--- src/hw/dcd_pkg.sv ---
package dcd_pkg;

   // ==========================================================
   // protocol classes
   localparam logic [2:0] DCD_CLS_NONE     = 3'h0;
   localparam logic [2:0] DCD_CLS_PIO_IN   = 3'h1;
   localparam logic [2:0] DCD_CLS_PIO_OUT  = 3'h2;
   localparam logic [2:0] DCD_CLS_NODATA   = 3'h3;
   localparam logic [2:0] DCD_CLS_DMA      = 3'h4;
   localparam logic [2:0] DCD_CLS_FPDMA    = 3'h5;

   // ==========================================================
   // opcodes with subcodes and the seek and recalibrate nibbles
   localparam logic [7:0] DCD_OP_HEALTH    = 8'hb0;
   localparam logic [7:0] DCD_OP_FEATURES  = 8'hef;
   localparam logic [3:0] DCD_OP_SEEK_HI   = 4'h7;
   localparam logic [3:0] DCD_OP_RECAL_HI  = 4'h1;

   // health subcodes
   localparam logic [7:0] DCD_HS_RD_ATTR   = 8'hd0;
   localparam logic [7:0] DCD_HS_RD_THR    = 8'hd1;
   localparam logic [7:0] DCD_HS_AUTOSAVE  = 8'hd2;
   localparam logic [7:0] DCD_HS_SAVE      = 8'hd3;
   localparam logic [7:0] DCD_HS_OFFLINE   = 8'hd4;
   localparam logic [7:0] DCD_HS_RD_LOG    = 8'hd5;
   localparam logic [7:0] DCD_HS_WR_LOG    = 8'hd6;
   localparam logic [7:0] DCD_HS_ENABLE    = 8'hd8;
   localparam logic [7:0] DCD_HS_DISABLE   = 8'hd9;
   localparam logic [7:0] DCD_HS_STATUS    = 8'hda;
   localparam logic [7:0] DCD_HS_AUTO_OFF  = 8'hdb;

   // feature subcodes
   localparam logic [7:0] DCD_FS_WC_EN     = 8'h02;
   localparam logic [7:0] DCD_FS_XFER      = 8'h03;
   localparam logic [7:0] DCD_FS_APM_EN    = 8'h05;
   localparam logic [7:0] DCD_FS_PUIS_EN   = 8'h06;
   localparam logic [7:0] DCD_FS_SPINUP    = 8'h07;
   localparam logic [7:0] DCD_FS_AOM_EN    = 8'h09;
   localparam logic [7:0] DCD_FS_AAM_EN    = 8'h42;
   localparam logic [7:0] DCD_FS_RLA_DIS   = 8'h55;
   localparam logic [7:0] DCD_FS_REV_DIS   = 8'h66;
   localparam logic [7:0] DCD_FS_WC_DIS    = 8'h82;
   localparam logic [7:0] DCD_FS_APM_DIS   = 8'h85;
   localparam logic [7:0] DCD_FS_PUIS_DIS  = 8'h86;
   localparam logic [7:0] DCD_FS_AOM_DIS   = 8'h89;
   localparam logic [7:0] DCD_FS_RLA_EN    = 8'haa;
   localparam logic [7:0] DCD_FS_AAM_DIS   = 8'hc2;
   localparam logic [7:0] DCD_FS_REV_EN    = 8'hcc;

   // ==========================================================
   // device/head and register bits
   localparam int         DCD_DH_LBA_BIT   = 6;
   localparam int         DCD_DH_DEV_BIT   = 4;
   localparam logic [7:0] DCD_ERR_ABORT    = 8'h04;
   localparam logic [7:0] DCD_ST_READY     = 8'h40;
   localparam logic [7:0] DCD_ST_ERROR     = 8'h01;

   // feature bit positions in the settings vector
   localparam int DCD_SET_WC   = 0;
   localparam int DCD_SET_APM  = 1;
   localparam int DCD_SET_AAM  = 2;
   localparam int DCD_SET_RLA  = 3;
   localparam int DCD_SET_REV  = 4;
   localparam int DCD_SET_PUIS = 5;
   localparam int DCD_SET_AOM  = 6;
   localparam int DCD_SET_HLTH = 7;
   localparam logic [7:0] DCD_SET_RESET = 8'h18;

   typedef struct packed {
      logic [7:0] opcode;
      logic [7:0] feature;
      logic [7:0] devhead;
   } dcd_cmd_t;

   typedef struct packed {
      logic [2:0] cls;
      logic       lba;
      logic [3:0] head;
      logic       abort;
      logic       seek;
      logic       spinup;
      logic       xfer_mode;
      logic       hs_op;
   } dcd_dec_t;

endpackage

--- src/hw/dcd_classify.sv ---
`timescale 1ns/100ps
// combinational opcode and subcode classifier
module dcd_classify
   import dcd_pkg::*;
(
   input  wire dcd_cmd_t cmd,
   output dcd_dec_t      dec
);

   // ==========================================================
   // opcode class table
   function automatic logic [2:0] op_class(input logic [7:0] op);
      logic [2:0] c;
      c = DCD_CLS_NONE;
      if (op[7:4] == DCD_OP_SEEK_HI || op[7:4] == DCD_OP_RECAL_HI) begin
         c = DCD_CLS_NODATA;
      end else begin
         case (op)
            8'he5, 8'h98, 8'h51, 8'hb1, 8'h90, 8'he7, 8'hea, 8'he3, 8'h97, 8'he1, 8'h95, 8'h91,
            8'hf8, 8'h27, 8'h40, 8'h41, 8'h42, 8'hf3, 8'hf5, 8'hef, 8'hf9, 8'h37, 8'hc6,
            8'he6, 8'h99, 8'he2, 8'h96, 8'he0, 8'h94, 8'h45, 8'hb0:
               c = DCD_CLS_NODATA;
            8'hec, 8'he4, 8'h2f, 8'hc4, 8'h29, 8'h20, 8'h21, 8'h24:
               c = DCD_CLS_PIO_IN;
            8'h92, 8'h50, 8'hf6, 8'hf4, 8'hf1, 8'hf2, 8'he8, 8'h3f, 8'hc5, 8'h39, 8'hce, 8'h30,
            8'h31, 8'h34:
               c = DCD_CLS_PIO_OUT;
            8'hc8, 8'hc9, 8'h25, 8'h2a, 8'h2b, 8'hca, 8'hcb, 8'h35, 8'h3d, 8'h3a, 8'h3b:
               c = DCD_CLS_DMA;
            8'h60, 8'h61:
               c = DCD_CLS_FPDMA;
            default:
               c = DCD_CLS_NONE;
         endcase
      end
      return c;
   endfunction

   logic [2:0] c0;

   always_comb begin
      c0            = op_class(cmd.opcode);
      dec           = '0;
      dec.cls       = c0;
      dec.lba       = cmd.devhead[DCD_DH_LBA_BIT];
      dec.head      = cmd.devhead[3:0];
      dec.seek      = (cmd.opcode[7:4] == DCD_OP_SEEK_HI);
      dec.abort     = (c0 == DCD_CLS_NONE);
      if (cmd.opcode == DCD_OP_HEALTH) begin
         dec.hs_op = 1'b1;
         case (cmd.feature)
            DCD_HS_RD_ATTR, DCD_HS_RD_THR, DCD_HS_RD_LOG:
               dec.cls = DCD_CLS_PIO_IN;
            DCD_HS_WR_LOG:
               dec.cls = DCD_CLS_PIO_OUT;
            DCD_HS_AUTOSAVE, DCD_HS_SAVE, DCD_HS_OFFLINE, DCD_HS_ENABLE, DCD_HS_DISABLE,
            DCD_HS_STATUS, DCD_HS_AUTO_OFF:
               dec.cls = DCD_CLS_NODATA;
            default: begin
               dec.cls   = DCD_CLS_NONE;
               dec.abort = 1'b1;
            end
         endcase
      end else if (cmd.opcode == DCD_OP_FEATURES) begin
         case (cmd.feature)
            DCD_FS_WC_EN, DCD_FS_APM_EN, DCD_FS_PUIS_EN, DCD_FS_AOM_EN, DCD_FS_AAM_EN,
            DCD_FS_RLA_DIS, DCD_FS_REV_DIS, DCD_FS_WC_DIS, DCD_FS_APM_DIS, DCD_FS_PUIS_DIS,
            DCD_FS_AOM_DIS, DCD_FS_RLA_EN, DCD_FS_AAM_DIS, DCD_FS_REV_EN: ;
            DCD_FS_XFER:   dec.xfer_mode = 1'b1;
            DCD_FS_SPINUP: dec.spinup    = 1'b1;
            default: begin
               dec.cls   = DCD_CLS_NONE;
               dec.abort = 1'b1;
            end
         endcase
      end
   end

endmodule

--- src/hw/dcd_decoder.sv ---
`timescale 1ns/100ps
// Notes on behaviour
// - tag each known opcode with protocol class 1..5, unknown ones 0 with abort
// - legacy alternate opcodes act as primaries
// - recognise all write family opcodes
// - seek matches upper nibble 7 only
// - B0 selects health function by subcode
// - health D0 D1 D5 are data in
// - health D2 D3 D6 D8 D9 DB mapped
// - EF 05/85 enable/disable power management
// - EF 42/C2 enable/disable acoustic management
// - EF 55/AA disable/enable read look-ahead
// - EF 66/CC stop/restore reverting to defaults
// - EF 06/86 standby power-up, 07 spin-up
// - EF 09/89 offset mode, 02/82 cache, 03
// - device select bit ignored, act device 0
// - addressing bit: 0 chs, 1 lba
// - retry bit has no effect
// - valid result bits and head returned
// - status and error shown with completion
module dcd_decoder
   import dcd_pkg::*;
(
   input  wire logic       clock,
   input  wire logic       nrst,
   input  wire logic       cmd_valid,
   input  wire dcd_cmd_t   cmd,
   input  wire logic [7:0] result_count,
   input  wire logic       done,
   output dcd_dec_t        dec,
   output logic            dec_valid,
   output logic            busy,
   output logic [7:0]      settings,
   output logic [7:0]      status,
   output logic [7:0]      error,
   output logic [7:0]      count_out,
   output logic [7:0]      devhead_out,
   output logic            irq
);

   // ==========================================================
   // reset release
   logic rst_m_q;
   logic rst_n_q;

   always_ff @(posedge clock or negedge nrst) begin
      if (!nrst) begin
         rst_m_q <= 1'b0;
         rst_n_q <= 1'b0;
      end else begin
         rst_m_q <= 1'b1;
         rst_n_q <= rst_m_q;
      end
   end

   // ==========================================================
   // decode
   dcd_dec_t dec_w;
   dcd_cmd_t cmd_q;

   dcd_classify u_cls (
      .cmd (cmd_q),
      .dec (dec_w)
   );

   typedef enum logic [1:0] {DCD_IDLE, DCD_DECODE, DCD_EXEC} dcd_state_t;

   dcd_state_t state_q, state_d;
   dcd_cmd_t   cmd_d;
   dcd_dec_t   dec_q, dec_d;
   logic       dv_q, dv_d;
   logic [7:0] set_q, set_d;
   logic [7:0] st_q, st_d;
   logic [7:0] er_q, er_d;
   logic [7:0] cnt_q, cnt_d;
   logic [7:0] dh_q, dh_d;
   logic       irq_q, irq_d;

   // feature setting update, one bit per on/off subcode pair
   function automatic logic [7:0] apply_feature(input logic [7:0] s, input logic [7:0] f);
      logic [7:0] r;
      r = s;
      case (f)
         DCD_FS_WC_EN:    r[DCD_SET_WC]   = 1'b1;
         DCD_FS_WC_DIS:   r[DCD_SET_WC]   = 1'b0;
         DCD_FS_APM_EN:   r[DCD_SET_APM]  = 1'b1;
         DCD_FS_APM_DIS:  r[DCD_SET_APM]  = 1'b0;
         DCD_FS_AAM_EN:   r[DCD_SET_AAM]  = 1'b1;
         DCD_FS_AAM_DIS:  r[DCD_SET_AAM]  = 1'b0;
         DCD_FS_RLA_DIS:  r[DCD_SET_RLA]  = 1'b0;
         DCD_FS_RLA_EN:   r[DCD_SET_RLA]  = 1'b1;
         DCD_FS_REV_DIS:  r[DCD_SET_REV]  = 1'b0;
         DCD_FS_REV_EN:   r[DCD_SET_REV]  = 1'b1;
         DCD_FS_PUIS_EN:  r[DCD_SET_PUIS] = 1'b1;
         DCD_FS_PUIS_DIS: r[DCD_SET_PUIS] = 1'b0;
         DCD_FS_AOM_EN:   r[DCD_SET_AOM]  = 1'b1;
         DCD_FS_AOM_DIS:  r[DCD_SET_AOM]  = 1'b0;
         default:         r = s;
      endcase
      return r;
   endfunction

   always_comb begin
      state_d = state_q;
      cmd_d   = cmd_q;
      dec_d   = dec_q;
      dv_d    = 1'b0;
      set_d   = set_q;
      st_d    = st_q;
      er_d    = er_q;
      cnt_d   = cnt_q;
      dh_d    = dh_q;
      irq_d   = 1'b0;
      case (state_q)
         DCD_IDLE: begin
            if (cmd_valid) begin
               cmd_d = cmd;
               // device select and retry bits carry no meaning here
               cmd_d.devhead[DCD_DH_DEV_BIT] = 1'b0;
               state_d = DCD_DECODE;
            end
         end
         DCD_DECODE: begin
            dec_d = dec_w;
            dv_d  = 1'b1;
            if (dec_w.abort) begin
               // abort completes at once, nothing executes
               er_d    = DCD_ERR_ABORT;
               st_d    = DCD_ST_READY | DCD_ST_ERROR;
               irq_d   = 1'b1;
               state_d = DCD_IDLE;
            end else begin
               if (cmd_q.opcode == DCD_OP_FEATURES) begin
                  set_d = apply_feature(set_q, cmd_q.feature);
               end
               if (dec_w.hs_op && cmd_q.feature == DCD_HS_ENABLE) begin
                  set_d[DCD_SET_HLTH] = 1'b1;
               end else if (dec_w.hs_op && cmd_q.feature == DCD_HS_DISABLE) begin
                  set_d[DCD_SET_HLTH] = 1'b0;
               end
               state_d = DCD_EXEC;
            end
         end
         DCD_EXEC: begin
            if (done) begin
               // final registers change only together with completion
               er_d    = '0;
               st_d    = DCD_ST_READY;
               cnt_d   = result_count;
               dh_d    = {cmd_q.devhead[7:5], 1'b0, dec_q.head};
               irq_d   = 1'b1;
               state_d = DCD_IDLE;
            end
         end
         default: state_d = DCD_IDLE;
      endcase
   end

   always_ff @(posedge clock or negedge rst_n_q) begin
      if (!rst_n_q) begin
         state_q <= DCD_IDLE;
         cmd_q   <= '0;
         dec_q   <= '0;
         dv_q    <= 1'b0;
         set_q   <= DCD_SET_RESET;
         st_q    <= DCD_ST_READY;
         er_q    <= '0;
         cnt_q   <= '0;
         dh_q    <= '0;
         irq_q   <= 1'b0;
      end else begin
         state_q <= state_d;
         cmd_q   <= cmd_d;
         dec_q   <= dec_d;
         dv_q    <= dv_d;
         set_q   <= set_d;
         st_q    <= st_d;
         er_q    <= er_d;
         cnt_q   <= cnt_d;
         dh_q    <= dh_d;
         irq_q   <= irq_d;
      end
   end

   logic busy_q;
   logic busy_d;

   // busy follows the next state, so it falls in the same cycle as irq
   always_comb begin
      busy_d = (state_d != DCD_IDLE);
   end

   always_ff @(posedge clock or negedge rst_n_q) begin
      if (!rst_n_q) begin
         busy_q <= 1'b0;
      end else begin
         busy_q <= busy_d;
      end
   end

   assign dec         = dec_q;
   assign dec_valid   = dv_q;
   assign busy        = busy_q;
   assign settings    = set_q;
   assign status      = st_q;
   assign error       = er_q;
   assign count_out   = cnt_q;
   assign devhead_out = dh_q;
   assign irq         = irq_q;
endmodule

--- config.mk ---
export PLATFORM = sky130hd
export DESIGN_NAME = dcd_decoder
export DESIGN_NICKNAME = d
export VERILOG_FILES = /design/src/hw/dcd_pkg.sv /design/src/hw/dcd_classify.sv /design/src/hw/dcd_decoder.sv
export SDC_FILE = /design/constraint.sdc
export NUM_CORES = 1
export LEC_CHECK = 0
export BUFFER_PORTS_ARGS = -buffer_cell sky130_fd_sc_hd__buf_4
export CAP_MARGIN = 30
export CORE_ASPECT_RATIO = 0.7
export CORE_MARGIN = 4
export CORE_UTILIZATION = 30
export CTS_CLUSTER_DIAMETER = 150
export DETAILED_ROUTE_END_ITERATION = 10
export SYNTH_ARGS = -nofsm -noshare
export SYNTH_HDL_FRONTEND = slang
export SYNTH_SLANG_ARGS = --single-unit
--- constraint.sdc ---
create_clock -name clock -period 2.5 [get_ports clock]
set_input_delay 0.375 -clock clock [delete_from_list [all_inputs] [get_ports clock]]
set_output_delay 0.375 -clock clock [all_outputs]
set_load 0.1 [all_outputs]
==> After elaboration in Yosys (flattened, before gate mapping) <==
Memories as Yosys holds them, arrays and structs flattened.
Cells that the tools add are included.
{ "classes": {"eq_ne": 35, "n_mux": 37, "bitwise_logic": 1, "n_reduce_logical": 30} }
{ "op_table": {"columns": ["operator", "count"], "rows": [
  ["$eq 8x8->1 const B", 20],
  ["$mux 8", 4],
  ["$pmux 8 s2", 2],
  ["$reduce_and 4->1", 7],
  ["$eq 8x3->1 const B", 3],
  ["$eq 8x7->1 const B", 3],
  ["$reduce_bool 2->1", 10],
  ["$eq 8x2->1 const B", 2],
  ["$pmux 1 s2", 8],
  ["$reduce_or 16->1", 1],
  ["$mux 1", 12],
  ["$mux 3", 4],
  ["$pmux 2 s3", 2],
  ["$reduce_or 11->1", 1],
  ["$mux 2", 5],
  ["$eq 8x4->1 const B", 1],
  ["$reduce_or 7->1", 1],
  ["$reduce_and 3->1", 2],
  ["$eq 4x1->1 const B", 1],
  ["$eq 4x3->1 const B", 1],
  ["$ne 2x2->1 const B", 2],
  ["$reduce_and 2->1", 2],
  ["$logic_not 3->1", 1],
  ["$reduce_or 3->1", 1],
  ["6 further kinds", 7]
]} }
{ "totals": {"reg_bits": 82, "mem_bits_ro": 768, "inputBits": 36, "out_inout_bits": 56, "word_cells": 133, "memories": 1} }
{ "memory_table": {"columns": ["memory", "words", "width", "read_ports", "rd_clocked_by_memory_dff", "wr", "line_no", "source"], "rows": [
  ["(name not given)", 256, 3, 1, 0, 0, "dcd_classify.sv:18", "case (op)"]
]} }

==> Depth between registers and ports, before layout <==
Gate-level depths: netlist of the first run.
{ "logic_depth": {"depth_word": 10, "ltp_mapped": 10, "mapped_depth_nobuf": 9} }

==> Modules after synthesis <==
Synthesis of the first run repeated with hierarchy kept, for this count alone.
{ "hier_totals": {"hier_cells": 349, "hier_area_um2": 3818.7} }
{ "modules_own_cells": {"columns": ["module", "n_inst", "cells_per_inst", "area_per_inst_um2"], "rows": [
  ["dcd_decoder", 1, 207, 2880.3],
  ["dcd_classify", 1, 142, 938.4]
]} }

==> Least setup slack after synthesis of the first run <==
Ideal clock, no wire load.
{ "synth_timing": {"path_kind": "reg2reg", "start": "register cmd_q[17] in the netlist's numbering", "end": "register set_q[7] (netlist: settings[7])", "setup_time_ns": 0.125, "t_arrival_ns": 2.648, "required_time_ns": 2.375, "setup_slack_ns": -0.274, "stages_incl_launch_ff": 11, "n_path_buf": 1, "synth_period_minus_slack_ns": 2.774, "path_cell_list": "dfrtp_1 -> clkbuf_1 -> inv_1 -> ha_1 -> and2b_1 -> or4b_1 -> a31oi_1 -> nor4_2 -> a22oi_4 -> nand4_1 -> mux2_4"} }
{ "synth_between": {"elab_chain_cells": 8, "word_cells_on_any_way": 16, "cone_classes": "eq/ne: 2; mux: 7; bitwise: 1; reduce/logical: 5; memory: 1"} }
{ "synth_lines": {"columns": ["item", "line_no", "source"], "rows": [
  ["start: declaration", "dcd_decoder.sv:59", "dcd_cmd_t cmd_q;"],
  ["start signal: assignment", "dcd_decoder.sv:173", "cmd_q <= cmd_d;"],
  ["$mem_v2 256x3", null, null],
  ["$mux 3", "dcd_classify.sv:15", "if (op[7:4] == DCD_OP_SEEK_HI || op[7:4] == DCD_OP_RECAL_HI) begin"],
  ["$logic_not 3->1", "dcd_classify.sv:48", "dec.abort = (c0 == DCD_CLS_NONE);"],
  ["$mux 1", "dcd_classify.sv:65", "case (cmd.feature)"],
  ["$mux 1", "dcd_classify.sv:64", "end else if (cmd.opcode == DCD_OP_FEATURES) begin"],
  ["$mux 1", "dcd_classify.sv:49", "if (cmd.opcode == DCD_OP_HEALTH) begin"],
  ["$not 1->1 (no source line)", null, null],
  ["$reduce_and 3->1 (no source line)", null, null],
  ["end signal: assignment", "dcd_decoder.sv:176", "set_q <= set_d;"],
  ["end: declaration", "dcd_decoder.sv:72", "logic [7:0] set_q, set_d;"]
]} }
Parallel ways exist; a longest one is shown, timed or not.
A chain may end at the register's enable or synchronous reset.

==> Worst setup path in the final report of the first run <==
{ "layout_timing": {"start": "register cmd_q[16] in the netlist's numbering", "end": "register set_q[7] (netlist: settings[7])"} }
The elaborated chain is that of the path after synthesis.

==> summary.md, run 1 <==
| Metric | Value |
|---|---|
| Site Rows | 33 |
| Crit path time final | between 2 and 3 ns |
| Number of enable flip-flop cells after synthesis | 0 |
| Area fraction in compound gates after synthesis | between 10% and 20% |
| Share of synthesized registers carrying an async set or reset | 100% |
| Yosys warns | 0 |
| Post-Synthesis Cell Area | approximately 3800 um2 |
| Unrepaired setup endpoints after global routing | true |
| Vias in the first global route | 3091 |
| Pin count of the biggest net entering global routing | 39 |
| Worst slew pin tran | slightly below 0.7 ns |
| Via density per instance | between 4 and 5 |
| Number of antenna cells inserted | 0 |
| Type of origin of the critical path | register |
| Most used flip-flop cell after synthesis | dfrtp_1 |
| Multiplexer share of the synthesized area | 17.2% |
| Total clock sinks | 67 |
| Starting density of the core | 31.5% |
| Critical-path top delay cell | dfrtp_2 |
| Die boundary width | roughly 140 um |
| Number of buffers added by the clock tree synthesis step | 9 |
| Number of synthesized register bits | 67 |
| Worst min path class | primary input to register |
| Crit-path cells | buf_4 -> mux2_4 -> or4_4 -> a31oi_4 -> a2111oi_4 -> a22oi_4 -> nand4_1 -> mux2_4 |
| Drt pass-1 iters | 4 |
| Simple-gate share of the synthesized area | between 15 and 20% |
| Total wirelength of the detailed-routed design | between 9000 and 10000 um |
| Total area of sequential cells | 1690 um2 |
| Hold_ws | 0.272 ns |
| Total negative slack | -0.0638 ns |
| Clock tree from TritonCTS | done |
| Max clock buf depth | 2 |
| Initial antenna violation count | 0 |
| I/O pin total | 92 |
| Crit end category | register |
| Iter 0 DRT Violations | 204 |
| Die outline area | between 10000 and 15000 um2 |
| Max stage delay on crit path | ~0.44 ns |
| Normalized max-slew margin | about 55% |
| Vias | around 3k |
| Type of the worst setup path | register to register |
| Count of input and output buffers | 75 |
| First-pass GRT wire length | approximately 16000 um |
| Post-Synthesis Cells | approximately 350 |
| Placeable core area | roughly 12000 um2 |
| Register clock-pin slew on the reported worst setup and hold paths | 0.06 ns |
| Dominant combinational cell family by area after synthesis | multiplexers |
| Violations in the final reports | negative setup slack |
| Fraction of the mapped netlist area in adder cells | 3.32% |
| Crit path required time | between 2 and 3 ns |
| Result of the run | finished, violations left |
| DRT antenna net count | 0 |
| Clock tree skew after final layout | slightly below 0.009 ns |
| Final Setup Violations | 3 |
| Total overflow reported by the global router | 0 |
| Clock Root Buffer | clkbuf_16 |
| Avg Cell Area, Syn | 10.8 um2 |
| Final Worst Setup Slack | -0.0577 ns |
| Sequential area share after synthesis | 44.6% |
| Critical path peak fanout | 7 |
| Detail-routed net length per standard cell | approximately 16 um |
| Share of cells above drive strength 1 | 48.0% |
| Portion of the clock cycle consumed by the worst path in the final layout | 102% |
| Nets | 511 |
| GRT Resource Usage Total | between 10 and 15% |
| Final Wtd Congestion | 0.860 |
| Post-DP HPWL | approximately 7200 um |
| Die boundary height | between 100 and 150 um |
| End-of-flow core utilization | between 40% and 50% |
| Filler cells | ~1.2k |
| Most used cell, CP | mux2_4 |
| Pins over their slew limit | 0 |
| Footprint of the multi-input gates | about 2000 um2 |
| Xor and xnor area share after synthesis | less than 1% |
| Hold violation count in the final report | 0 |
| Synth-to-layout area growth | 38.7% |
| Distinct cells, synth | 64 |
| H-tree levels | 3 |
| Max Cap Viol | 0 |
| Fmax | ~0.39 GHz |
| Latest clock arrival within the worst-skew pair | 0.33 ns |
| DRC errors left | 0 |
| Worst path arrival time | approximately 2.8 ns |
final cells by class:
cell class                 instances  share of cell area, %
clock inverter                     6                  0.815
clock buffer                       9                   4.31
tap                              157                   3.76
sequential                        67                   32.3
timing repair buffer             129                   19.0
multi-input combinational        240                   38.5
inverter                          18                   1.34
layout by cell type, fill, tap and decap left out, types with 2 or more instances in the layout:
cell,count
buf_4,124
dfrtp_1,60
mux2_2,47
nand2_1,18
nor2_1,18
inv_1,16
conb_1,16
nand2b_1,10
clkbuf_16,9
o21ai_0,8
nand3_1,7
a21oi_1,6
mux2i_1,6
ha_1,6
nor3_1,5
dfrtp_2,5
nor3b_1,4
nor2b_1,4
o21a_1,4
nor4b_1,4
nand4_1,4
and3b_1,3
and2_1,3
or3_1,3
or4_1,3
nand4bb_1,3
ha_4,3
buf_6,3
o21ai_2,2
mux2_4,2
a31oi_4,2
nand3_2,2
o211ai_1,2
a211oi_2,2
a31oi_1,2
nor4bb_1,2
o22ai_1,2
clkinv_2,2
clkinvlp_4,2
dfstp_2,2
path summary, 6_finish.rpt:
path                            startpoint     endpoint  slack (ns)  depth (start not counted)
worst max register to register   cmd_q[16]  settings[7]       -0.06                          8
max in group asynchronous          rst_n_q    cmd_q[16]        1.54                          1
worst max-delay path             cmd_q[16]  settings[7]       -0.06                          8
worst min register to register     rst_n_q     cmd_q[9]        0.31                          0
worst min-delay path                cmd[3]     cmd_q[3]        0.27                          2
min in group asynchronous          rst_n_q     cmd_q[9]        0.31                          0
Yosys cell counts (8+ instances only):
master,count,area share (%)
buf_2,8,1.1
buf_4,18,3.6
clkbuf_1,12,1.2
dfrtp_1,65,43
ha_1,10,3.3
inv_1,18,1.8
mux2_2,47,14
nand2_1,18,1.8
nand2b_1,10,1.7
nand3_1,9,1.2
nor2_1,18,1.8
o21ai_0,10,1.3
per-layer routing:
layer / wire (um) / vias to the layer above / GRT usage, %
met5: 0 / - / 0
li1: - / 1449 / -
met2: 4270 / 84 / 20.7
met1: 4710 / 1486 / 19.3
met4: 72 / 0 / 2.58
met3: 684 / 10 / 5.38
per-stage QoR:
stage	instances	worst slack (ns)	area [um2]
CTS	622	-0.0790	5100
floorplan	363	0.00974	3840
global route	626	-0.137	5220
finish	626	-0.0577	5220
global placement	600	-0.184	4700
detailed placement	600	-0.148	4700
worst max-delay path, delay by kind of cell, from the launching register on:
family | cells | cell delay [ns]
buf+inv | 1 | 0.15
mux | 2 | 0.63
compound gates | 3 | 0.63
simple gates | 2 | 0.60
flops | 1 | 0.44
cell families (layout without fill, tap and decap cells):
group,count (synthesis),count (layout)
adders and majority gates,10,10
xor gates and xnor gates,1,1
DFF,67,67
AOI/OAI and AO/OA,50,50
other,2,16
muxes,57,57
and+or+nand+nor,106,106
buffers and inverters,56,162
timing repair:
item,in CTS,in global routing
hold buffers,1,0
buffers inserted,6,5
setup endpoints to repair,10,14
pin swaps,6,9
endpoints found under the hold margin,2,0
gates resized for setup,18,18
flip-flops by register name, summed over array words and instances (netlist names):
signal,count
dec_valid,1
state_q,2
dec,13
busy,1
rst_m_q,1
devhead_out,7
error,1
cmd_q,23
settings,8
rst_n_q,1
irq,1
count_out,8
Power of run 1 is not shown: default switching activity piles up to over one toggle a cycle in this logic, so the estimate is an artifact.
==> run 2: changes to the inputs <==
--- a/config.mk
+++ b/config.mk
@@ -12,6 +12,7 @@
 export CORE_UTILIZATION = 30
 export CTS_CLUSTER_DIAMETER = 150
 export DETAILED_ROUTE_END_ITERATION = 10
+export MAX_ROUTING_LAYER = met4
 export SYNTH_ARGS = -nofsm -noshare
 export SYNTH_HDL_FRONTEND = slang
 export SYNTH_SLANG_ARGS = --single-unit
==> run 2 against run 1 <==
Against the previous run: the run still ends with negative setup slack left; first-iteration DRC count grew 48%; critical path depth increased by 1; register-to-register slack better by 0.02 ns; via count fell by 0.69%; design area fell by 0.60%; die area unchanged; global-route usage increased by 0.23 points; core utilization is 0.26 points lower; clock skew shrank 0.0023 ns; non-clock buffer count fell by 7.
==> summary.md, run 2 (synthesis gave the netlist of run 1 again) <==
| Metric | Value |
|---|---|
| Reg2reg end | settings[7] |
| Max stage delay on crit path | about 0.44 ns |
| Hold violation count in the final report | 0 |
| Number of buffers added by the clock tree synthesis step | 9 |
| Critical path peak fanout | 7 |
| I/O pin total | 92 |
| Max reg flops | 23 |
| Iter 0 DRT Violations | approximately 300 |
| Most used cell, CP | buf_4 |
| Synth-to-layout area growth | 37.8% |
| Share of cells above drive strength 1 | a little under half |
| Filler cells | around 1.1k |
| Max Cap Viol | 0 |
| Placeable core area | approximately 12000 um2 |
| DRT antenna net count | 0 |
| Crit end category | register |
| Worst reg2reg startpoint | cmd_q[17] |
| Portion of the clock cycle consumed by the worst path in the final layout | 102% |
| Type of the worst setup path | register to register |
| Drt pass-1 iters | 6 |
| Pin count of the biggest net entering global routing | 66 |
| Post-DP HPWL | 7190 um |
| Latest clock arrival within the worst-skew pair | 0.33 ns |
| Final Wtd Congestion | roughly 0.86 |
| Startpoint of the most critical setup path | cmd_q[17] |
| Register clock-pin slew on the reported worst setup and hold paths | 0.06 ns |
| Final Setup Violations | 1 |
| Type of origin of the critical path | register |
| Total overflow reported by the global router | 0 |
| Vias in the first global route | between 2k and 3k |
| Highest-count cells in the layout ignoring fill and taps | buf_4, dfrtp_1, mux2_2 |
| Result of the run | finished, violations left |
| Max clock buf depth | 2 |
| Total wirelength of the detailed-routed design | 9790 um |
| Worst slew pin tran | 0.824 ns |
| Normalized max-slew margin | 45.1% |
| Die boundary width | around 140 um |
| Number of antenna cells inserted | 0 |
| Count of input and output buffers | between 70 and 80 |
| End-of-flow core utilization | about 43% |
| Violations in the final reports | negative setup slack |
| Crit-path cells | buf_4 -> ha_4 -> buf_4 -> or3_4 -> a31oi_4 -> nor4_4 -> a22oi_4 -> nand4_1 -> mux2_4 |
| Worst min path class | primary input to register |
| Reg-to-reg setup timing slack | -0.04 ns |
| H-tree levels | 3 |
| Nets | about 500 |
| Die outline area | 14400 um2 |
| Most common library cell in the layout ignoring fill and taps | buf_4 |
| DRC errors left | 0 |
| Clock Root Buffer | clkbuf_16 |
| First-pass GRT wire length | around 16000 um |
| Unrepaired setup endpoints after global routing | true |
| Detail-routed net length per standard cell | 15.8 um |
| Crit path time final | between 2 and 3 ns |
| Clock tree skew after final layout | 0.00649 ns |
| Starting density of the core | a little under a third |
| Site Rows | 33 |
| Most flop-heavy register | cmd_q |
| Vias | approximately 3.0k |
| Critical-path top delay cell | dfrtp_2 |
| Final Worst Setup Slack | -0.0397 ns |
| Capture point of the critical path | settings[7] |
| Depth of the worst register-to-register path | 9 |
| Die boundary height | between 100 and 150 um |
| Fmax | about 0.39 GHz |
| Total clock sinks | 67 |
| Crit path required time | about 2.7 ns |
| Final std cell area, no fill | ~5200 um2 |
| Pins over their slew limit | 0 |
| Via density per instance | 4.86 |
| Post-detailed-placement cell area | between 4000 and 5000 um2 |
| Clock tree from TritonCTS | done |
| Worst path arrival time | approximately 2.8 ns |
| Initial antenna violation count | 0 |
| GRT Resource Usage Total | 14.1% |
==> run 2: stage by stage <==
step / TNS, ns / hold WS [ns] / setup WS (ns) / std cells
global placement: -0.390 / 0.158 / -0.116 / 597
floorplan: 0 / 0.0794 / 0.00974 / 363
finish: -0.0397 / 0.271 / -0.0397 / 619
detailed placement: -0.755 / 0.160 / -0.162 / 597
global route: -0.341 / 0.259 / -0.106 / 619
CTS: -0.129 / 0.260 / -0.0683 / 617
==> run 2: worst max-delay path, delay by kind of cell (launching register included) <==
family,cells,cell delay (ns)
mux,1,0.32
flops,1,0.44
simple gates,3,0.64
buf+inv,2,0.31
compound gates,2,0.57
fa+ha+maj,1,0.15
==> run 2: final cells by class <==
class                      instances  area, um2  area share, %
clock buffer                      10        229           4.41
clock inverter                     5       40.0          0.771
inverter                          18       70.1           1.35
multi-input combinational        240       2030           39.1
sequential                        67       1690           32.5
tap                              157        196           3.78
timing repair buffer             122        942           18.1
==> run 2: repair_timing <==
item / in CTS / in global routing
setup buffers: 5 / 3
pin swaps: 11 / 11
gates resized for setup: 18 / 21
hold buffers: 1 / 0
hold endpoints to repair: 2 / 0
endpoints found under the setup margin: 10 / 15
==> run 2: worst min path at each step <==
stage            from        to  cells past startpoint
2_1_floorplan    nrst   rst_m_q                      0
3_3_place_gp     nrst   rst_m_q                      1
3_5_place_dp     nrst   rst_m_q                      1
4_1_cts        cmd[0]  cmd_q[0]                      2
5_1_grt        cmd[0]  cmd_q[0]                      2
6_report       cmd[0]  cmd_q[0]                      2
==> run 2: metal layers <==
| metal | global-route usage (%) | share of wire [%] | vias to the layer above |
|---|---|---|---|
| li1 | - | - | 1433 |
| met1 | 19.9 | 48 | 1468 |
| met2 | 19.4 | 44 | 96 |
| met3 | 5.24 | 7.8 | 11 |
| met4 | 2.51 | 0.78 | 0 |
| met5 | - | 0 | - |
Power of run 2 is left out for the same reason.
==> run 3: changes to the inputs <==
--- a/config.mk
+++ b/config.mk
@@ -10,6 +10,7 @@
 export CORE_ASPECT_RATIO = 0.7
 export CORE_MARGIN = 4
 export CORE_UTILIZATION = 30
+export CTS_BUF_LIST = sky130_fd_sc_hd__clkbuf_8
 export CTS_CLUSTER_DIAMETER = 150
 export DETAILED_ROUTE_END_ITERATION = 10
 export MAX_ROUTING_LAYER = met4
==> constraint.sdc (replaced) <==
create_clock -name clock -period 2.2 [get_ports clock]
set_input_delay 0.33 -clock clock [delete_from_list [all_inputs] [get_ports clock]]
set_output_delay 0.33 -clock clock [all_outputs]
set_load 0.02 [all_outputs]
==> run 3 against run 2 <==
Against the previous run: the flow still finishes with violations (negative setup slack); design area increased by 4.0%; maximum frequency up 0.25%; critical path depth decreased by 1; critical path type unchanged; critical endpoint unchanged; largest cell class unchanged; highest routed layer unchanged.
==> summary.md, run 3 (synthesis gave the netlist of run 1 again) <==
| Metric | Value |
|---|---|
| Result of the run | finished, violations left |
| Violations in the final reports | negative setup slack |
| Reg power frac | roughly a quarter |
| Type of origin of the critical path | register |
| Initial antenna violation count | 0 |
| Gate family responsible for the most delay along the worst path | multiplexers |
| Number of antenna cells inserted | 0 |
| Startpoint of the most critical setup path | cmd_q[16] |
| Clock Power Share | a little over an eighth |
| Die boundary width | around 140 um |
| Starting density of the core | between 30% and 40% |
| Layout Cells excl Fill | around 650 |
| GRT Resource Usage Total | around 14% |
| Worst min path class | primary input to register |
| Iter 0 DRT Violations | approximately 240 |
| Placeable core area | 12000 um2 |
| Switching share of power | 40.4% |
| Clock Root Buffer | clkbuf_8 |
| Final std cell area, no fill | about 5400 um2 |
| Total negative slack | -3.80 ns |
| Total wirelength of the detailed-routed design | 9940 um |
| Die boundary height | roughly 100 um |
| Critical path peak fanout | 5 |
| Max clock buf depth | 2 |
| Vias in the first global route | between 3k and 4k |
| Clock tree from TritonCTS | done |
| Total clock sinks | 67 |
| Latest clock arrival within the worst-skew pair | around 0.36 ns |
| Most flop-heavy register | cmd_q |
| Register clock-pin slew on the reported worst setup and hold paths | around 0.090 ns |
| Count of input and output buffers | between 70 and 80 |
| Worst path arrival time | between 2 and 3 ns |
| Type of the worst setup path | register to register |
| Max reg flops | 23 |
| Net switching power | around 3.4 mW |
| Die outline area | approximately 14000 um2 |
| Combinational share of power | between 60% and 70% |
| Clock tree skew after final layout | ~0.014 ns |
| Final Wtd Congestion | around 0.86 |
| Crit end category | register |
| Fmax | slightly below 0.4 GHz |
| Max Cap Viol | 0 |
| Portion of the clock cycle consumed by the worst path in the final layout | 115% |
| Post-detailed-placement cell area | slightly below 5000 um2 |
| Cell area power density | 1550 nW/um2 |
| Drt pass-1 iters | 4 |
| Cell-internal power | approximately 5.0 mW |
| H-tree levels | 3 |
| Crit path required time | ~2.4 ns |
| Post-DP HPWL | 7350 um |
| IR drop worst, VDD | between 0.0007 and 0.0008 V |
| Synth-to-layout area growth | 43.4% |
| Final Setup Violations | 15 |
| Worst setup slack before clock tree synthesis | -0.380 ns |
| Hold path startpoint | result_count[7] |
| Site Rows | 33 |
| Critical-path top delay cell | mux4_2 |
| Hold violation count in the final report | 0 |
| Total power draw | between 8 and 9 mW |
| Number of buffers added by the clock tree synthesis step | 9 |
| Final Worst Setup Slack | -0.333 ns |
| I/O pin total | 92 |
| Vias | 3068 |
| Worst reg2reg startpoint | cmd_q[16] |
| Crit-path cells | inv_2 -> ha_4 -> mux4_2 -> o2111ai_4 -> nor4_4 -> a22oi_4 -> nand4_1 -> mux2_4 |
| Nets | ~540 |
| Leakage Power | between 2 and 2.5 nW |
| Unrepaired setup endpoints after global routing | true |
| End-of-flow core utilization | 45.1% |
| Share of cells above drive strength 1 | between 50% and 60% |
| Most common library cell in the layout ignoring fill and taps | buf_4 |
| Via density per instance | roughly 4.7 |
| Pin count of the biggest net entering global routing | 66 |
| Max stage delay on crit path | between 0.5 and 0.6 ns |
| Count of buffering cells on the critical path with inverters included | 1 |
| DRC errors left | 0 |
| Pins over their slew limit | 0 |
| Crit path time final | 2.53 ns |
| Hold_ws | 0.195 ns |
| Total overflow reported by the global router | 0 |
| DRT antenna net count | 0 |
| Highest-count cells in the layout ignoring fill and taps | buf_4, dfrtp_1, mux2_2 |
| Cell total after placement | around 630 |
| First-pass GRT wire length | approximately 16000 um |
| Detail-routed net length per standard cell | between 15 and 20 um |
[run 3: routing by layer]
metal | up-vias | global-route usage (%) | part of all wire, % | routed length [um]
met5 | - | - | 0 | 0
met4 | 0 | 3.10 | 0.89 | 88
met3 | 9 | 3.82 | 5.8 | 572
met2 | 79 | 19.3 | 41 | 4130
met1 | 1476 | 21.6 | 52 | 5150
li1 | 1504 | - | - | -
[run 3: timing repair]
item,CTS,global route
buffers inserted,6,1
hold endpoints to repair,2,0
pin swaps,11,7
endpoints found under the setup margin,15,15
gates cloned,0,0
hold buffers,1,0
gates resized for setup,28,16
[run 3: power groups by stage]
stage | Combinational [mW] | Sequential (mW) | Clock, mW
finish | 5.09 | 2.21 | 1.09
detailed placement | 4.41 | 2.20 | 0
global route | 5.48 | 2.28 | 1.18
CTS | 4.81 | 2.20 | 1.13
floorplan | 2.32 | 2.41 | 0
global placement | 4.41 | 2.19 | 0
[run 3: cell type report]
cell class	instances	area (um2)
repair buffers	153	1190
clock buffers	9	124
inverters	18	70.1
well taps	157	196
clock inverters	7	83.8
fillers	1168	6580
multi-input cells	240	2050
flip-flops and latches	67	1690
[run 3: path summary, 6_finish.rpt]
| check | to | slack, ns | depth (start not counted) |
|---|---|---|---|
| min in group asynchronous | cmd_q[15] | 0.27 | 1 |
| max in group asynchronous | cmd_q[17] | 1.61 | 1 |
| setup reg to reg | settings[7] | -0.33 | 8 |
| setup / recovery | settings[7] | -0.33 | 8 |
| hold reg to reg | cmd_q[15] | 0.27 | 1 |
| hold / removal | count_out[7] | 0.20 | 2 |
(Power assumes the default switching activity.)
